[config.mk]
export PLATFORM = sky130hd
export DESIGN_NAME = pss_seq
export DESIGN_NICKNAME = d
export VERILOG_FILES = /design/src/inc/pss_pkg.sv /design/src/rtl/pss_sync.sv /design/src/rtl/pss_seq.sv
export SDC_FILE = /design/constraint.sdc
export NUM_CORES = 1
export LEC_CHECK = 0
export BUFFER_PORTS_ARGS = -buffer_cell sky130_fd_sc_hd__buf_2
export CAP_MARGIN = 40
export CORE_UTILIZATION = 60
export CTS_BUF_LIST = sky130_fd_sc_hd__clkbuf_4 sky130_fd_sc_hd__clkbuf_8 sky130_fd_sc_hd__clkbuf_16
export DETAILED_ROUTE_END_ITERATION = 12
export PLACE_DENSITY_LB_ADDON = 0.15
export SLEW_MARGIN = 20
export SYNTH_ARGS = -nofsm -noshare
export SYNTH_HDL_FRONTEND = slang
export SYNTH_HIERARCHICAL = 1
export SYNTH_SLANG_ARGS = --single-unit
export TNS_END_PERCENT = 1
[constraint.sdc]
create_clock -name mclk_i -period 3.05 [get_ports mclk_i]
set_input_delay 0.61 -clock mclk_i [delete_from_list [all_inputs] [get_ports mclk_i]]
set_output_delay 0.61 -clock mclk_i [all_outputs]
set_load 0.1 [all_outputs]
[src/inc/pss_pkg.sv]
package pss_pkg;

    // ------------------------------------------------------------
    // timing
    // ------------------------------------------------------------
    localparam int unsigned CLK_HZ          = 20_000_000;
    localparam int unsigned REQ_FAULT_MS    = 20;
    localparam int unsigned REQ_FAULT_CYC   = REQ_FAULT_MS * (CLK_HZ / 1000);
    localparam int unsigned FAULT_DWELL_CYC = 400_000;
    localparam int unsigned INIT_TMO_CYC    = 4_000_000;
    localparam int unsigned RST_DELAY_CYC   = 200;
    localparam int unsigned SEVERE_LIMIT    = 3;
    localparam int unsigned CNT_W           = 24;

    // ------------------------------------------------------------
    // widths and reset values
    // ------------------------------------------------------------
    localparam int unsigned NSOFT       = 4;
    localparam logic [4:0]  CTRL_RST    = 5'h00;
    localparam logic [3:0]  EVT_RST     = 4'h0;
    localparam logic [3:0]  EVT_LOCK_KEEP = 4'h3;

    // ------------------------------------------------------------
    // event bit positions in the cause register
    // ------------------------------------------------------------
    localparam int unsigned EV_SEVERE = 0;
    localparam int unsigned EV_INIT   = 1;
    localparam int unsigned EV_REPEAT = 2;
    localparam int unsigned EV_REQ    = 3;

    // ------------------------------------------------------------
    // control bit positions
    // ------------------------------------------------------------
    localparam int unsigned CB_SEC  = 0;
    localparam int unsigned CB_UP   = 1;
    localparam int unsigned CB_MON1 = 2;
    localparam int unsigned CB_MON2 = 3;
    localparam int unsigned CB_WWD  = 4;

    // operating states
    typedef enum logic [1:0] {
        PSS_ACTIVE,
        PSS_FAULT,
        PSS_LOCKED,
        PSS_DISABLED
    } pss_state_t;

    // pending target after a FAULT dwell
    typedef enum logic [1:0] {
        PSS_TGT_ACTIVE,
        PSS_TGT_LOCKED,
        PSS_TGT_DISABLED
    } pss_tgt_t;

endpackage

[src/rtl/pss_sync.sv]
`timescale 1ns/1ps
`default_nettype none
// two-stage level synchroniser
module pss_sync (
    // clock and reset
    input  wire logic mclk_i,
    input  wire logic rstn_i,
    // level in and out
    input  wire logic d_i,
    output logic      q_o
);
    // ------------------------------------------------------------
    // state
    // ------------------------------------------------------------
    typedef struct packed {
        logic s1;   // first stage, read only by s2
        logic s2;   // second stage
    } pss_sync_st_t;

    pss_sync_st_t st_reg;   // registered state
    pss_sync_st_t st_next;  // next state

    // shift
    always_comb begin
        st_next    = st_reg;
        st_next.s1 = d_i;
        st_next.s2 = st_reg.s1;
    end

    // register
    always_ff @(posedge mclk_i) begin
        if (!rstn_i) begin
            st_reg <= '0;
        end else begin
            st_reg <= st_next;
        end
    end

    assign q_o = st_reg.s2;
endmodule
`default_nettype wire

[src/rtl/pss_seq.sv]
`timescale 1ns/1ps
`default_nettype none
// operating-state controller
module pss_seq
    import pss_pkg::*;
#(
    parameter int unsigned FAULT_DWELL = FAULT_DWELL_CYC,
    parameter int unsigned INIT_TMO    = INIT_TMO_CYC,
    parameter int unsigned REQ_DWELL   = REQ_FAULT_CYC,
    parameter int unsigned SEVERE_MAX  = SEVERE_LIMIT
) (
    // clock and reset
    input  wire logic             mclk_i,
    input  wire logic             rstn_i,
    // pins
    input  wire logic             programming_mode_pin_i,
    input  wire logic             enable_input_i,
    input  wire logic             enable_edge_mode_i,
    // host SPI decoded commands (one-cycle pulses)
    input  wire logic             spi_valid_i,
    input  wire logic             spi_req_disable_i,
    input  wire logic             spi_req_lock_i,
    input  wire logic             spi_ctrl_we_i,
    input  wire logic [4:0]       spi_ctrl_i,
    input  wire logic             wwd_serviced_i,
    // fault events (one-cycle pulses)
    input  wire logic             severe_fault_i,
    input  wire logic [NSOFT-1:0] volt_soft_fault_i,
    input  wire logic             mcu_mon_fault_i,
    input  wire logic             wwd_overflow_i,
    input  wire logic             irq_event_i,
    // state and controls
    output pss_state_t            state_o,
    output logic                  mcu_reset_output_o,
    output logic                  primary_step_down_en_o,
    output logic                  secondary_step_down_en_o,
    output logic                  step_up_rail_en_o,
    output logic                  ext_rail_monitor_one_en_o,
    output logic                  ext_rail_monitor_two_en_o,
    output logic                  window_watchdog_en_o,
    output logic                  irq_o,
    output logic                  prog_mode_o,
    output logic [3:0]            event_o,
    output logic [1:0]            severe_count_o
);
    // ------------------------------------------------------------
    // state record
    // ------------------------------------------------------------
    typedef struct packed {
        pss_state_t       state;      // operating state
        pss_tgt_t         tgt;        // target after FAULT dwell
        logic [CNT_W-1:0] dwell;      // FAULT dwell counter
        logic [CNT_W-1:0] rst_cnt;    // reset hold counter
        logic [CNT_W-1:0] init_cnt;   // startup timer
        logic             init_run;   // startup timer running
        logic             got_spi;    // valid SPI seen
        logic             got_wwd;    // watchdog serviced
        logic             init_once;  // first expiry done
        logic [NSOFT-1:0] soft_seen;  // soft faults seen once
        logic             mon_once;   // monitor fault seen once
        logic [1:0]       sev_cnt;    // severe faults count
        logic [4:0]       ctrl;       // switchable functions
        logic [3:0]       evt;        // cause record
        logic             ena_d;      // enable input delayed
        logic             irq;        // interrupt pulse
        logic             started;    // power-on done
    } pss_seq_st_t;

    pss_seq_st_t st_reg;   // registered state
    pss_seq_st_t st_next;  // next state

    logic prog_sync;      // synchronised programming pin
    logic ena_event;      // valid enable event

    // ------------------------------------------------------------
    // pin synchroniser
    // ------------------------------------------------------------
    pss_sync u_prog_sync (
        .mclk_i (mclk_i),
        .rstn_i (rstn_i),
        .d_i    (programming_mode_pin_i),
        .q_o    (prog_sync)
    );

    // enable event: rising edge in edge mode, level otherwise
    assign ena_event = enable_edge_mode_i ?
                       (enable_input_i && !st_reg.ena_d) : enable_input_i;

    // count width cast
    function automatic logic [CNT_W-1:0] cw(input int unsigned v);
        return v[CNT_W-1:0];
    endfunction

    // ------------------------------------------------------------
    // next-state logic
    // ------------------------------------------------------------
    always_comb begin
        logic soft_rst;   // soft reset this cycle
        logic severe;     // severe fault this cycle
        soft_rst = 1'b0;
        severe   = 1'b0;
        st_next  = st_reg;
        st_next.ena_d = enable_input_i;
        st_next.irq   = irq_event_i;
        if (st_reg.rst_cnt != '0) begin
            st_next.rst_cnt = st_reg.rst_cnt - cw(1);
        end
        unique case (st_reg.state)
            PSS_ACTIVE: begin
                // first cycle after power-on starts with reset held
                if (!st_reg.started) begin
                    st_next.started = 1'b1;
                    st_next.rst_cnt = cw(RST_DELAY_CYC);
                end
                // startup timer starts on reset release
                if (st_reg.rst_cnt == cw(1)) begin
                    st_next.init_run = 1'b1;
                    st_next.init_cnt = '0;
                    st_next.got_spi  = 1'b0;
                    st_next.got_wwd  = 1'b0;
                end
                if (spi_valid_i) begin
                    st_next.got_spi = 1'b1;
                end
                if (wwd_serviced_i) begin
                    st_next.got_wwd = 1'b1;
                end
                if (st_reg.init_run && st_reg.got_spi && st_reg.got_wwd) begin
                    st_next.init_run = 1'b0;
                end
                // startup timer, disabled in programming mode
                if (prog_sync) begin
                    st_next.init_cnt = '0;
                end else if (st_reg.init_run && st_reg.rst_cnt == '0) begin
                    st_next.init_cnt = st_reg.init_cnt + cw(1);
                    if (st_reg.init_cnt == cw(INIT_TMO - 1)) begin
                        st_next.init_run = 1'b0;
                        st_next.evt[EV_INIT] = 1'b1;
                        if (st_reg.init_once) begin
                            severe = 1'b1;
                        end else begin
                            st_next.init_once = 1'b1;
                            soft_rst = 1'b1;
                        end
                    end
                end
                // voltage soft faults: repeat escalates
                for (int i = 0; i < NSOFT; i++) begin
                    if (volt_soft_fault_i[i]) begin
                        if (st_reg.soft_seen[i]) begin
                            severe = 1'b1;
                            st_next.evt[EV_REPEAT] = 1'b1;
                        end else begin
                            st_next.soft_seen[i] = 1'b1;
                            soft_rst = 1'b1;
                        end
                    end
                end
                // MCU-monitor faults masked in programming mode
                if (mcu_mon_fault_i && !prog_sync) begin
                    if (st_reg.mon_once) begin
                        severe = 1'b1;
                        st_next.evt[EV_REPEAT] = 1'b1;
                    end else begin
                        st_next.mon_once = 1'b1;
                        soft_rst = 1'b1;
                    end
                end
                // watchdog overflow never escalates
                if (wwd_overflow_i && !prog_sync) begin
                    soft_rst = 1'b1;
                end
                if (severe_fault_i) begin
                    severe = 1'b1;
                end
                // SPI control of switchable functions
                if (spi_ctrl_we_i) begin
                    st_next.ctrl = spi_ctrl_i;
                end
                if (soft_rst) begin
                    st_next.rst_cnt  = cw(RST_DELAY_CYC);
                    st_next.init_run = 1'b0;
                end
                // state changes; state machine ignores programming mode
                if (severe) begin
                    st_next.state = PSS_FAULT;
                    st_next.tgt   = PSS_TGT_ACTIVE;
                    st_next.dwell = cw(FAULT_DWELL);
                    st_next.evt[EV_SEVERE] = 1'b1;
                    if (st_reg.sev_cnt != 2'h3) begin
                        st_next.sev_cnt = st_reg.sev_cnt + 2'h1;
                    end
                end else if (spi_req_disable_i || spi_req_lock_i) begin
                    st_next.state = PSS_FAULT;
                    st_next.tgt   = spi_req_lock_i ? PSS_TGT_LOCKED
                                                   : PSS_TGT_DISABLED;
                    st_next.dwell = cw(REQ_DWELL);
                    st_next.evt[EV_REQ] = 1'b1;
                end
                if (st_next.state != PSS_ACTIVE) begin
                    // keep event record and severe count; clear controls, reset hold, startup run and fault history
                    st_next.ctrl      = CTRL_RST;
                    st_next.init_run  = 1'b0;
                    st_next.init_once = 1'b0;
                    st_next.soft_seen = '0;
                    st_next.mon_once  = 1'b0;
                    st_next.rst_cnt   = '0;
                end
            end
            PSS_FAULT: begin
                if (st_reg.dwell != '0) begin
                    st_next.dwell = st_reg.dwell - cw(1);
                end
                if (st_reg.tgt == PSS_TGT_ACTIVE
                    && {30'h0, st_reg.sev_cnt} >= SEVERE_MAX
                    && (enable_edge_mode_i || !enable_input_i)) begin
                    st_next.state = PSS_LOCKED;
                    st_next.evt   = st_reg.evt & EVT_LOCK_KEEP;
                end else if (st_reg.dwell == cw(1)) begin
                    unique case (st_reg.tgt)
                        PSS_TGT_LOCKED: begin
                            st_next.state = PSS_LOCKED;
                            st_next.evt   = st_reg.evt & EVT_LOCK_KEEP;
                        end
                        PSS_TGT_DISABLED: begin
                            st_next.state   = PSS_DISABLED;
                            st_next.evt     = EVT_RST;
                            st_next.sev_cnt = '0;
                        end
                        default: begin
                            st_next.state   = PSS_ACTIVE;
                            st_next.rst_cnt = cw(RST_DELAY_CYC);
                        end
                    endcase
                end
            end
            PSS_LOCKED, PSS_DISABLED: begin
                if (ena_event) begin
                    st_next.state   = PSS_ACTIVE;
                    st_next.rst_cnt = cw(RST_DELAY_CYC);
                    st_next.sev_cnt = '0;
                end
            end
        endcase
    end

    // ------------------------------------------------------------
    // state register
    // ------------------------------------------------------------
    always_ff @(posedge mclk_i) begin
        if (!rstn_i) begin
            st_reg       <= '0;
            st_reg.state <= PSS_ACTIVE;
            st_reg.tgt   <= PSS_TGT_ACTIVE;
            st_reg.ctrl  <= CTRL_RST;
            st_reg.evt   <= EVT_RST;
        end else begin
            st_reg <= st_next;
        end
    end

    // ------------------------------------------------------------
    // outputs
    // ------------------------------------------------------------
    logic act;  // in ACTIVE
    assign act = (st_reg.state == PSS_ACTIVE);

    assign state_o = st_reg.state;
    // reset high only in ACTIVE after delay
    assign mcu_reset_output_o = act && st_reg.started
                                && st_reg.rst_cnt == '0;
    assign primary_step_down_en_o    = act;
    assign secondary_step_down_en_o  = act && !st_reg.ctrl[CB_SEC];
    assign step_up_rail_en_o         = act && !st_reg.ctrl[CB_UP];
    assign ext_rail_monitor_one_en_o = act && !st_reg.ctrl[CB_MON1];
    assign ext_rail_monitor_two_en_o = act && !st_reg.ctrl[CB_MON2];
    assign window_watchdog_en_o      = act && !st_reg.ctrl[CB_WWD];
    assign irq_o          = st_reg.irq;
    assign prog_mode_o    = prog_sync;
    assign event_o        = st_reg.evt;
    assign severe_count_o = st_reg.sev_cnt;
endmodule
`default_nettype wire

==> impl_metrics.json, run 1 <==
{
  "cts_made_buffers": 9,
  "final_max_slew_viol_count": 0,
  "post-place-cells": 746,
  "drt_first_iter_violations": 230,
  "ctsHoldBuffers": 0,
  "synth_ff_type": "dfxtp_1",
  "pin_count": 40,
  "hold_end": "irq_o$_SDFF_PN0_",
  "chipWidth_um": 95.1,
  "rr_endpoint": "st_reg[85]$_SDFFE_PN0P_",
  "drive_gt1_share_pct": 14.9,
  "wirelength_um": 12100,
  "die_area_mm2": 0.00905,
  "p_leak_nw": 2.21,
  "ant_nets": 0,
  "antenna_found_initial": 0,
  "grt_pass1_wl_um": 19800,
  "min_path_cells": 2,
  "post_cts_resized": 0,
  "skew_ns": 0.0128,
  "total_power_mw": 5.28,
  "min_period_ns": 2.94,
  "yosysTopAreaCellShare_pct": 38.8,
  "seq_area_frac_synth_pct": 38.8,
  "critPathKind": "register to primary output",
  "synth_xor_xnor_area_share_pct": 6.23,
  "wl_per_cell_um": 15.9,
  "start_util_pct": 62.7,
  "yosysTopAreaCell": "dfxtp_1",
  "post_cts_buffers": 0,
  "startpoint_type": "register",
  "cts_tree": "yes",
  "grt_pass1_vias": 4293,
  "drc": 0,
  "root_buffer": "clkbuf_8",
  "yosys.area_share.simple_pct": 29.7,
  "hold_path_startpoint": "irq_event_i",
  "grt_max_degree": 36,
  "fillers": 688,
  "fin_crit_sh_pct": 96.4,
  "final_util_pct": 69.2,
  "cp_data_required_time_ns": 2.44,
  "largest_reg_flops": 90,
  "clk_pin_slew_worst_paths_ns": 0.10,
  "synth_edf_count": 0,
  "slew_headroom_pct": 48.4,
  "whs_ns": 0.444,
  "synthArstFlopShare_pct": 0,
  "peakVddDrop_uv": 875,
  "reg2reg_slack_ns": 0.18,
  "r2r_cells": 7,
  "hp-class": "primary input to register",
  "synth_area_mm2": 0.00520,
  "status": "finished, final reports clean",
  "overflow": 0,
  "placementRows": 33,
  "ys_types": 64,
  "syn_inst": 619,
  "ys_ff_latch": 101,
  "endpoint_kind": "primary output",
  "setup_viol": 0,
  "muxShareOfSynthArea_pct": 0.385,
  "final_common_cell": "dfxtp_1",
  "synthTopCellsByArea": "dfxtp_1, nor3_1, nor2_1",
  "finalNetCount": 686,
  "tightest_slew_ns": 0.771,
  "worstPathMaxFanout": 5,
  "grtUsageTotal_pct": 27.4,
  "final_cells": 762,
  "area_growth_pct": 10.4,
  "antenna_cells": 0,
  "portBuffers": 39,
  "synthAdderAreaFrac_pct": 2.64,
  "core_area_mm2": 0.00830,
  "synth-compound-area-share_pct": 17.1,
  "h-tree-depth": 3,
  "clock_path_buffers": 2,
  "crit_start": "st_reg[69]$_SDFF_PN0_",
  "critPathArrivalTime_ns": 2.33,
  "synth_top_family_by_area": "simple AND/OR/NAND/NOR gates",
  "power_density_mw_per_mm2": 918,
  "rsz0062_at_grt": "no",
  "place_congestion": 0.823,
  "cap_violations": 0,
  "placed_cell_area_mm2": 0.00554,
  "clock.fmax_ghz": 0.340,
  "clock_latency_ns": 0.36,
  "stdcell_area_mm2": 0.00575,
  "dr.pass1.iters": 5,
  "avgSynthCellArea_um2": 8.41,
  "finalHoldViolations": 0,
  "most-common-layout-cells": "dfxtp_1, nor2_1, nor3_1",
  "ys_warn_count": 6,
  "clock-sinks": 101,
  "routed-via-count": 4772,
  "avgViaCountPerCell": 6.26,
  "dieHeight_um": 95.1,
  "hpwl_um": 8520,
  "synth_nets": 653,
  "r2r_start": "st_reg[69]$_SDFF_PN0_"
}
[cell families (layout without fill, tap and decap cells)]
group / count (synthesis) / in the layout
AND/OR/NAND/NOR: 276 / 276
multiplexers: 2 / 2
XOR/XNOR: 37 / 37
buffers and inverters: 58 / 96
adder cells (fa/ha/maj): 11 / 11
AO/OA/AOI/OAI: 134 / 134
flip-flops: 101 / 101
[critical path, cell delays in order, from the launching register on]
cell,delay [ns]
dfxtp_1,0.34
or4_1,0.59
nor3_1,0.26
buf_4,0.16
nand3_1,0.21
nor2_4,0.21
buf_12,0.19
[per-stage QoR]
stage / TNS, ns / setup slack [ns]
floorplan: -0.601 / -0.114
global placement: 0 / 0.261
detailed placement: 0 / 0.201
CTS: 0 / 0.0912
global route: 0 / 0.0172
finish: 0 / 0.111
[worst max-delay path by stage]
stage | endpoint | slack, ns | cells past startpoint
after floorplan | ext_rail_monitor_one_en_o | -0.11 | 6
after global placement | st_reg[91]$_SDFFE_PN0P_ | 0.26 | 7
after detailed placement | st_reg[85]$_SDFFE_PN0P_ | 0.20 | 7
after CTS | mcu_reset_output_o | 0.09 | 6
after global routing | mcu_reset_output_o | 0.02 | 6
final | mcu_reset_output_o | 0.11 | 6
[synthesized netlist by cell type (all sizes together), types with 3 or more instances]
master and number:
nand2b 7, nand4 14, o21ai 22, o21a 3
inv 20, xnor2 24, nor3b 3, a211oi 3
o21bai 3, buf 16, and3 11, dfxtp 101
a21oi 45, or3 19, a22o 5, a31oi 8
clkbuf 21, o31ai 13, o21ba 3, and4 5
nor4 19, a21o 3, nor2 58, nand4b 4
nand2 31, ha 11, xor2 13, or2 5
o41ai 3, nor3 46, and2 9, o22ai 4
or4 24, a221oi 3, nand3 13
[layout make-up]
class | instances | area (um2) | area share [%]
multi-input combinational | 460 | 2920 | 50.9
sequential | 101 | 2020 | 35.2
timing repair buffer | 59 | 385 | 6.71
clock buffer | 10 | 138 | 2.39
tap | 105 | 131 | 2.29
inverter | 21 | 78.8 | 1.37
clock inverter | 6 | 68.8 | 1.20
[report_power, final]
group / leakage [nW] / internal (mW) / total, mW / switching (mW)
sequential: 0.823 / 1.51 / 1.73 / 0.219
clock: 0.104 / 0.410 / 0.895 / 0.485
combinational: 1.29 / 1.06 / 2.65 / 1.59
[metal layers]
metal	GRT usage, %	vias up	wire (um)
li1	-	2336	-
met3	5.74	17	604
met4	8.84	0	201
met2	46.9	142	5950
met1	34.1	2277	5350
met5	0	-	0
No activity file was read; power rests on OpenSTA's default activity.
==> inputs of run 2 (changes only) <==
clock period = 3.1 ns   (was 3.05 ns; I/O delays follow)
==> run 2 against run 1 <==
  * Via count fell by 0.59%
  * Non-clock buffer count up 2
  * Final area barely moved
==> impl_metrics.json, run 2 (synthesis gave the netlist of run 1 again) <==
{
  "r2r_cells": 7,
  "power_switching_mw": 2.27,
  "antenna_found_initial": 0,
  "clock.fmax_ghz": 0.340,
  "most-common-layout-cells": "dfxtp_1, nor2_1, nor3_1",
  "setup_viol": 0,
  "dieHeight_um": 95.1,
  "drt_first_iter_violations": 183,
  "hold_path_startpoint": "u_prog_sync/st_next[0]$_SDFF_PN0_",
  "post-place-ws_ns": 0.200,
  "skew_ns": 0.0119,
  "fin_crit_sh_pct": 94.9,
  "clock-sinks": 101,
  "final_max_slew_viol_count": 0,
  "crit_family": "simple AND/OR/NAND/NOR gates",
  "power_density_mw_per_mm2": 915,
  "clock_latency_ns": 0.36,
  "ant_nets": 0,
  "tightest_slew_ns": 0.834,
  "worstPathMaxFanout": 14,
  "fillers": 675,
  "crit_slowest_cell": "or4_1",
  "p_seq_share_pct": 32.8,
  "grt_pass1_vias": 4543,
  "antenna_cells": 0,
  "core_area_mm2": 0.00830,
  "p_leak_nw": 2.22,
  "ff_latch_area_mm2": 0.00202,
  "die_area_mm2": 0.00905,
  "critPathKind": "register to register",
  "switching_share_pct": 43.3,
  "cts_made_buffers": 9,
  "grt_max_degree": 36,
  "portBuffers": 39,
  "placementRows": 33,
  "drive_gt1_share_pct": 15.2,
  "rsz0062_at_grt": "no",
  "path_depth": 7,
  "peakVddDrop_uv": 674,
  "place_congestion": 0.854,
  "grtUsageTotal_pct": 29.0,
  "min_path_cells": 1,
  "crit_start": "st_reg[65]$_SDFF_PN0_",
  "min_period_ns": 2.94,
  "worst_slack_ns": 0.159,
  "hp-class": "register to register",
  "r2r_start": "st_reg[65]$_SDFF_PN0_",
  "startpoint_type": "register",
  "multiInputGateArea_mm2": 0.00293,
  "wirelength_um": 12300,
  "cts_tree": "yes",
  "routed-via-count": 4744,
  "dr.pass1.iters": 4,
  "slew_headroom_pct": 44.2,
  "root_buffer": "clkbuf_8",
  "largest_reg_flops": 90,
  "drc": 0,
  "h-tree-depth": 3,
  "cp_slowest_stage_delay_ns": 0.58,
  "pwr-share-comb_pct": 50.7,
  "start_util_pct": 62.7,
  "grt_pass1_wl_um": 20700,
  "avgViaCountPerCell": 6.22,
  "overflow": 0,
  "clkPwrFrac_pct": 16.6,
  "final_cells": 763,
  "cp_cell_sequence": "or4_1, or4_4, nor4_4, o21ai_2, buf_4, or4_1, a21oi_1",
  "finalHoldViolations": 0,
  "final_common_cell": "dfxtp_1",
  "crit_path_frequent_cell": "or4_1",
  "hpwl_um": 8770,
  "status": "finished, final reports clean",
  "wl_per_cell_um": 16.1,
  "endpoint_kind": "register",
  "area_growth_pct": 10.3,
  "crit_buf_inv": 1,
  "clk_pin_slew_worst_paths_ns": 0.09,
  "p_int_mw": 2.98,
  "post-place-cells": 747,
  "critPathArrivalTime_ns": 3.24,
  "cap_violations": 0,
  "pin_count": 40,
  "chipWidth_um": 95.1,
  "cp_data_required_time_ns": 3.40,
  "finalNetCount": 688,
  "clock_path_buffers": 2
}
-- run 2: layer usage --
layer / GRT usage (%) / vias up / routed length [um]
met2: 49.3 / 143 / 5960
met3: 6.30 / 24 / 665
met5: 0 / - / 0
li1: - / 2336 / -
met1: 35.7 / 2241 / 5430
met4: 10.5 / 0 / 267
-- run 2: layout make-up --
type,instances,area share [%]
clock buffer,12,2.88
clock inverter,3,0.763
inverter,21,1.37
multi-input combinational,460,51.0
sequential,101,35.2
tap,105,2.29
timing repair buffer,61,6.49
-- run 2: power by group through the flow --
| stage | registers, mW | clock network [mW] | logic [mW] |
|---|---|---|---|
| 5_1_grt | 1.75 | 0.937 | 2.93 |
| 3_5_place_dp | 1.74 | 0 | 2.57 |
| 6_report | 1.72 | 0.871 | 2.66 |
| 3_3_place_gp | 1.72 | 0 | 2.51 |
| 4_1_cts | 1.71 | 0.884 | 2.61 |
| 2_1_floorplan | 1.69 | 0 | 2.01 |
-- run 2: repair_timing --
action,4_1_cts,5_1_grt
buffers inserted,0,0
setup endpoints to repair,0,1
resized for setup,0,1
hold buffers,0,0
-- run 2: stage by stage --
stage | hold slack (ns) | util [%] | area (um2) | setup TNS [ns] | total power, mW
2_1_floorplan | 0.412 | - | 5210 | -0.370 | 3.70
3_3_place_gp | 0.419 | 66.5 | 5520 | 0 | 4.24
3_5_place_dp | 0.439 | 66.5 | 5520 | 0 | 4.31
4_1_cts | 0.449 | 69.1 | 5730 | 0 | 5.21
5_1_grt | 0.444 | 69.2 | 5740 | 0 | 5.62
6_report | 0.450 | 69.2 | 5740 | 0 | 5.25
-- run 2: final timing paths --
kind	to	slack (ns)
hold reg to reg	u_prog_sync/q_o$_SDFF_PN0_	0.45
hold / removal	u_prog_sync/q_o$_SDFF_PN0_	0.45
setup reg to reg	st_reg[91]$_SDFFE_PN0P_	0.16
setup / recovery	st_reg[91]$_SDFFE_PN0P_	0.16
==> inputs of run 3 (changes only) <==
==> constraint.sdc (replaced) <==
create_clock -name mclk_i -period 3.1 [get_ports mclk_i]
set_input_delay 0.62 -clock mclk_i [delete_from_list [all_inputs] [get_ports mclk_i]]
set_output_delay 0.62 -clock mclk_i [all_outputs]
set_load 0.05 [all_outputs]
==> run 3 against run 2 <==
  * Routed wire length decreased by 0.50%
  * Hold slack better by 0.0010 ns
  * Sequential share of layout area increased by 0.12 points
  * Combinational power down 7.5%
  * Fmax increased by 0.32%
  * Global-route usage shrank 1.1 points
  * Clock-buffer cell count unchanged
  * Critical path type is now register to primary output
  * Largest power group unchanged
==> impl_metrics.json, run 3 (synthesis gave the netlist of run 1 again) <==
{
  "cts_tree": "yes",
  "final_common_cell": "dfxtp_1",
  "finalHoldViolations": 0,
  "clock_latency_ns": 0.36,
  "h-tree-depth": 3,
  "avgViaCountPerCell": 6.28,
  "reg2reg_slack_ns": 0.19,
  "status": "finished, final reports clean",
  "finalSetupTns_ns": 0,
  "total_power_mw": 5.11,
  "grt_max_degree": 36,
  "overflow": 0,
  "drt_first_iter_violations": 264,
  "placed_cell_area_mm2": 0.00550,
  "routed-via-count": 4788,
  "worstPathMaxFanout": 5,
  "slew_headroom_pct": 51.4,
  "start_util_pct": 62.7,
  "clk_pin_slew_worst_paths_ns": 0.09,
  "place_congestion": 0.841,
  "most-common-layout-cells": "dfxtp_1, nor2_1, nor3_1",
  "drive_gt1_share_pct": 15.1,
  "grt_pass1_vias": 4339,
  "p_leak_nw": 2.21,
  "drc": 0,
  "r2r_start": "st_reg[68]$_SDFF_PN0_",
  "clock_path_buffers": 2,
  "peakVddDrop_uv": 846,
  "fillers": 680,
  "setup_viol": 0,
  "area_growth_pct": 9.93,
  "critPathArrivalTime_ns": 2.31,
  "rsz0062_at_grt": "no",
  "cts_made_buffers": 9,
  "portBuffers": 39,
  "critPathKind": "register to primary output",
  "cp_data_required_time_ns": 2.48,
  "hp-class": "register to register",
  "fin_crit_sh_pct": 94.6,
  "ctsHoldBuffers": 0,
  "power_density_mw_per_mm2": 893,
  "dr.pass1.iters": 5,
  "dieHeight_um": 95.1,
  "placementRows": 33,
  "wl_per_cell_um": 16.1,
  "final_util_pct": 68.9,
  "grtUsageTotal_pct": 27.9,
  "antenna_cells": 0,
  "tightest_slew_ns": 0.722,
  "wirelength_um": 12300,
  "min_period_ns": 2.93,
  "chipWidth_um": 95.1,
  "post-place-cells": 746,
  "crit_start": "st_reg[68]$_SDFF_PN0_",
  "finalNetCount": 686,
  "pin_count": 40,
  "cap_violations": 0,
  "clock.fmax_ghz": 0.341,
  "endpoint_kind": "primary output",
  "r2r_cells": 7,
  "final_cells": 762,
  "clock-sinks": 101,
  "root_buffer": "clkbuf_8",
  "crit_end": "mcu_reset_output_o",
  "startpoint_type": "register",
  "grt_pass1_wl_um": 19800,
  "hpwl_um": 8610,
  "antenna_found_initial": 0,
  "rr_endpoint": "st_reg[86]$_SDFFE_PN0P_",
  "largest_reg_flops": 90,
  "core_area_mm2": 0.00830,
  "skew_ns": 0.0113,
  "ant_nets": 0,
  "die_area_mm2": 0.00905,
  "final_max_slew_viol_count": 0,
  "stdcell_area_mm2": 0.00572
}
[run 3: changes by cell type in the layout (fill, tap and decap cells not counted), sizes merged]
cell / previous run / this run
buf: 60 / 58
clkinvlp: 0 / 1
clkinv: 3 / 2
bufinv: 1 / 2
[run 3: layout make-up]
class | instances | area, um2 | area share, %
Timing Repair Buffer | 59 | 348 | 6.08
Inverter | 21 | 78.8 | 1.38
Clock inverter | 4 | 72.6 | 1.27
Sequential cell | 101 | 2020 | 35.3
Tap cell | 105 | 131 | 2.30
Multi-Input combinational cell | 460 | 2920 | 51.1
Clock buffer | 12 | 146 | 2.56
[run 3: report_power, final]
part / switching (mW) / internal (mW)
Clock: 0.444 / 0.482
Combinational: 1.44 / 1.02
Sequential: 0.231 / 1.49
[run 3: worst min path at each step]
| stage | start | to | slack, ns | depth (start not counted) |
|---|---|---|---|---|
| floorplan | u_prog_sync/st_next[0]$_SDFF_PN0_ | u_prog_sync/q_o$_SDFF_PN0_ | 0.41 | 1 |
| global placement | u_prog_sync/st_next[0]$_SDFF_PN0_ | u_prog_sync/q_o$_SDFF_PN0_ | 0.42 | 1 |
| detailed placement | u_prog_sync/st_next[0]$_SDFF_PN0_ | u_prog_sync/q_o$_SDFF_PN0_ | 0.43 | 1 |
| CTS | irq_event_i | irq_o$_SDFF_PN0_ | 0.45 | 2 |
| global route | irq_event_i | irq_o$_SDFF_PN0_ | 0.45 | 2 |
| finish | u_prog_sync/st_next[0]$_SDFF_PN0_ | u_prog_sync/q_o$_SDFF_PN0_ | 0.45 | 1 |
[run 3: worst max-delay path: stages (launching register included)]
cell	delay [ns]
dfxtp_1	0.36
or4_1	0.58
nor3_2	0.23
buf_4	0.14
nand3_1	0.19
nor2_2	0.20
clkbuf_4	0.25
[run 3: metrics by stage]
step / setup slack [ns] / hold WS (ns)
detailed placement: 0.236 / 0.430
global route: 0.0535 / 0.452
finish: 0.169 / 0.451
floorplan: 0.312 / 0.412
CTS: 0.0557 / 0.446
global placement: 0.276 / 0.424
[run 3: layer usage]
layer / up-vias / routed length (um) / global-route usage (%)
met4: 0 / 120 / 9.22
met3: 12 / 682 / 3.75
li1: 2346 / - / -
met2: 161 / 6130 / 50.2
met5: - / 0 / 0
met1: 2269 / 5330 / 33.9
[run 3: what timing repair did]
item	CTS	global route
setup endpoints to repair	0	1
gates resized for setup	0	2
buffers inserted	0	0
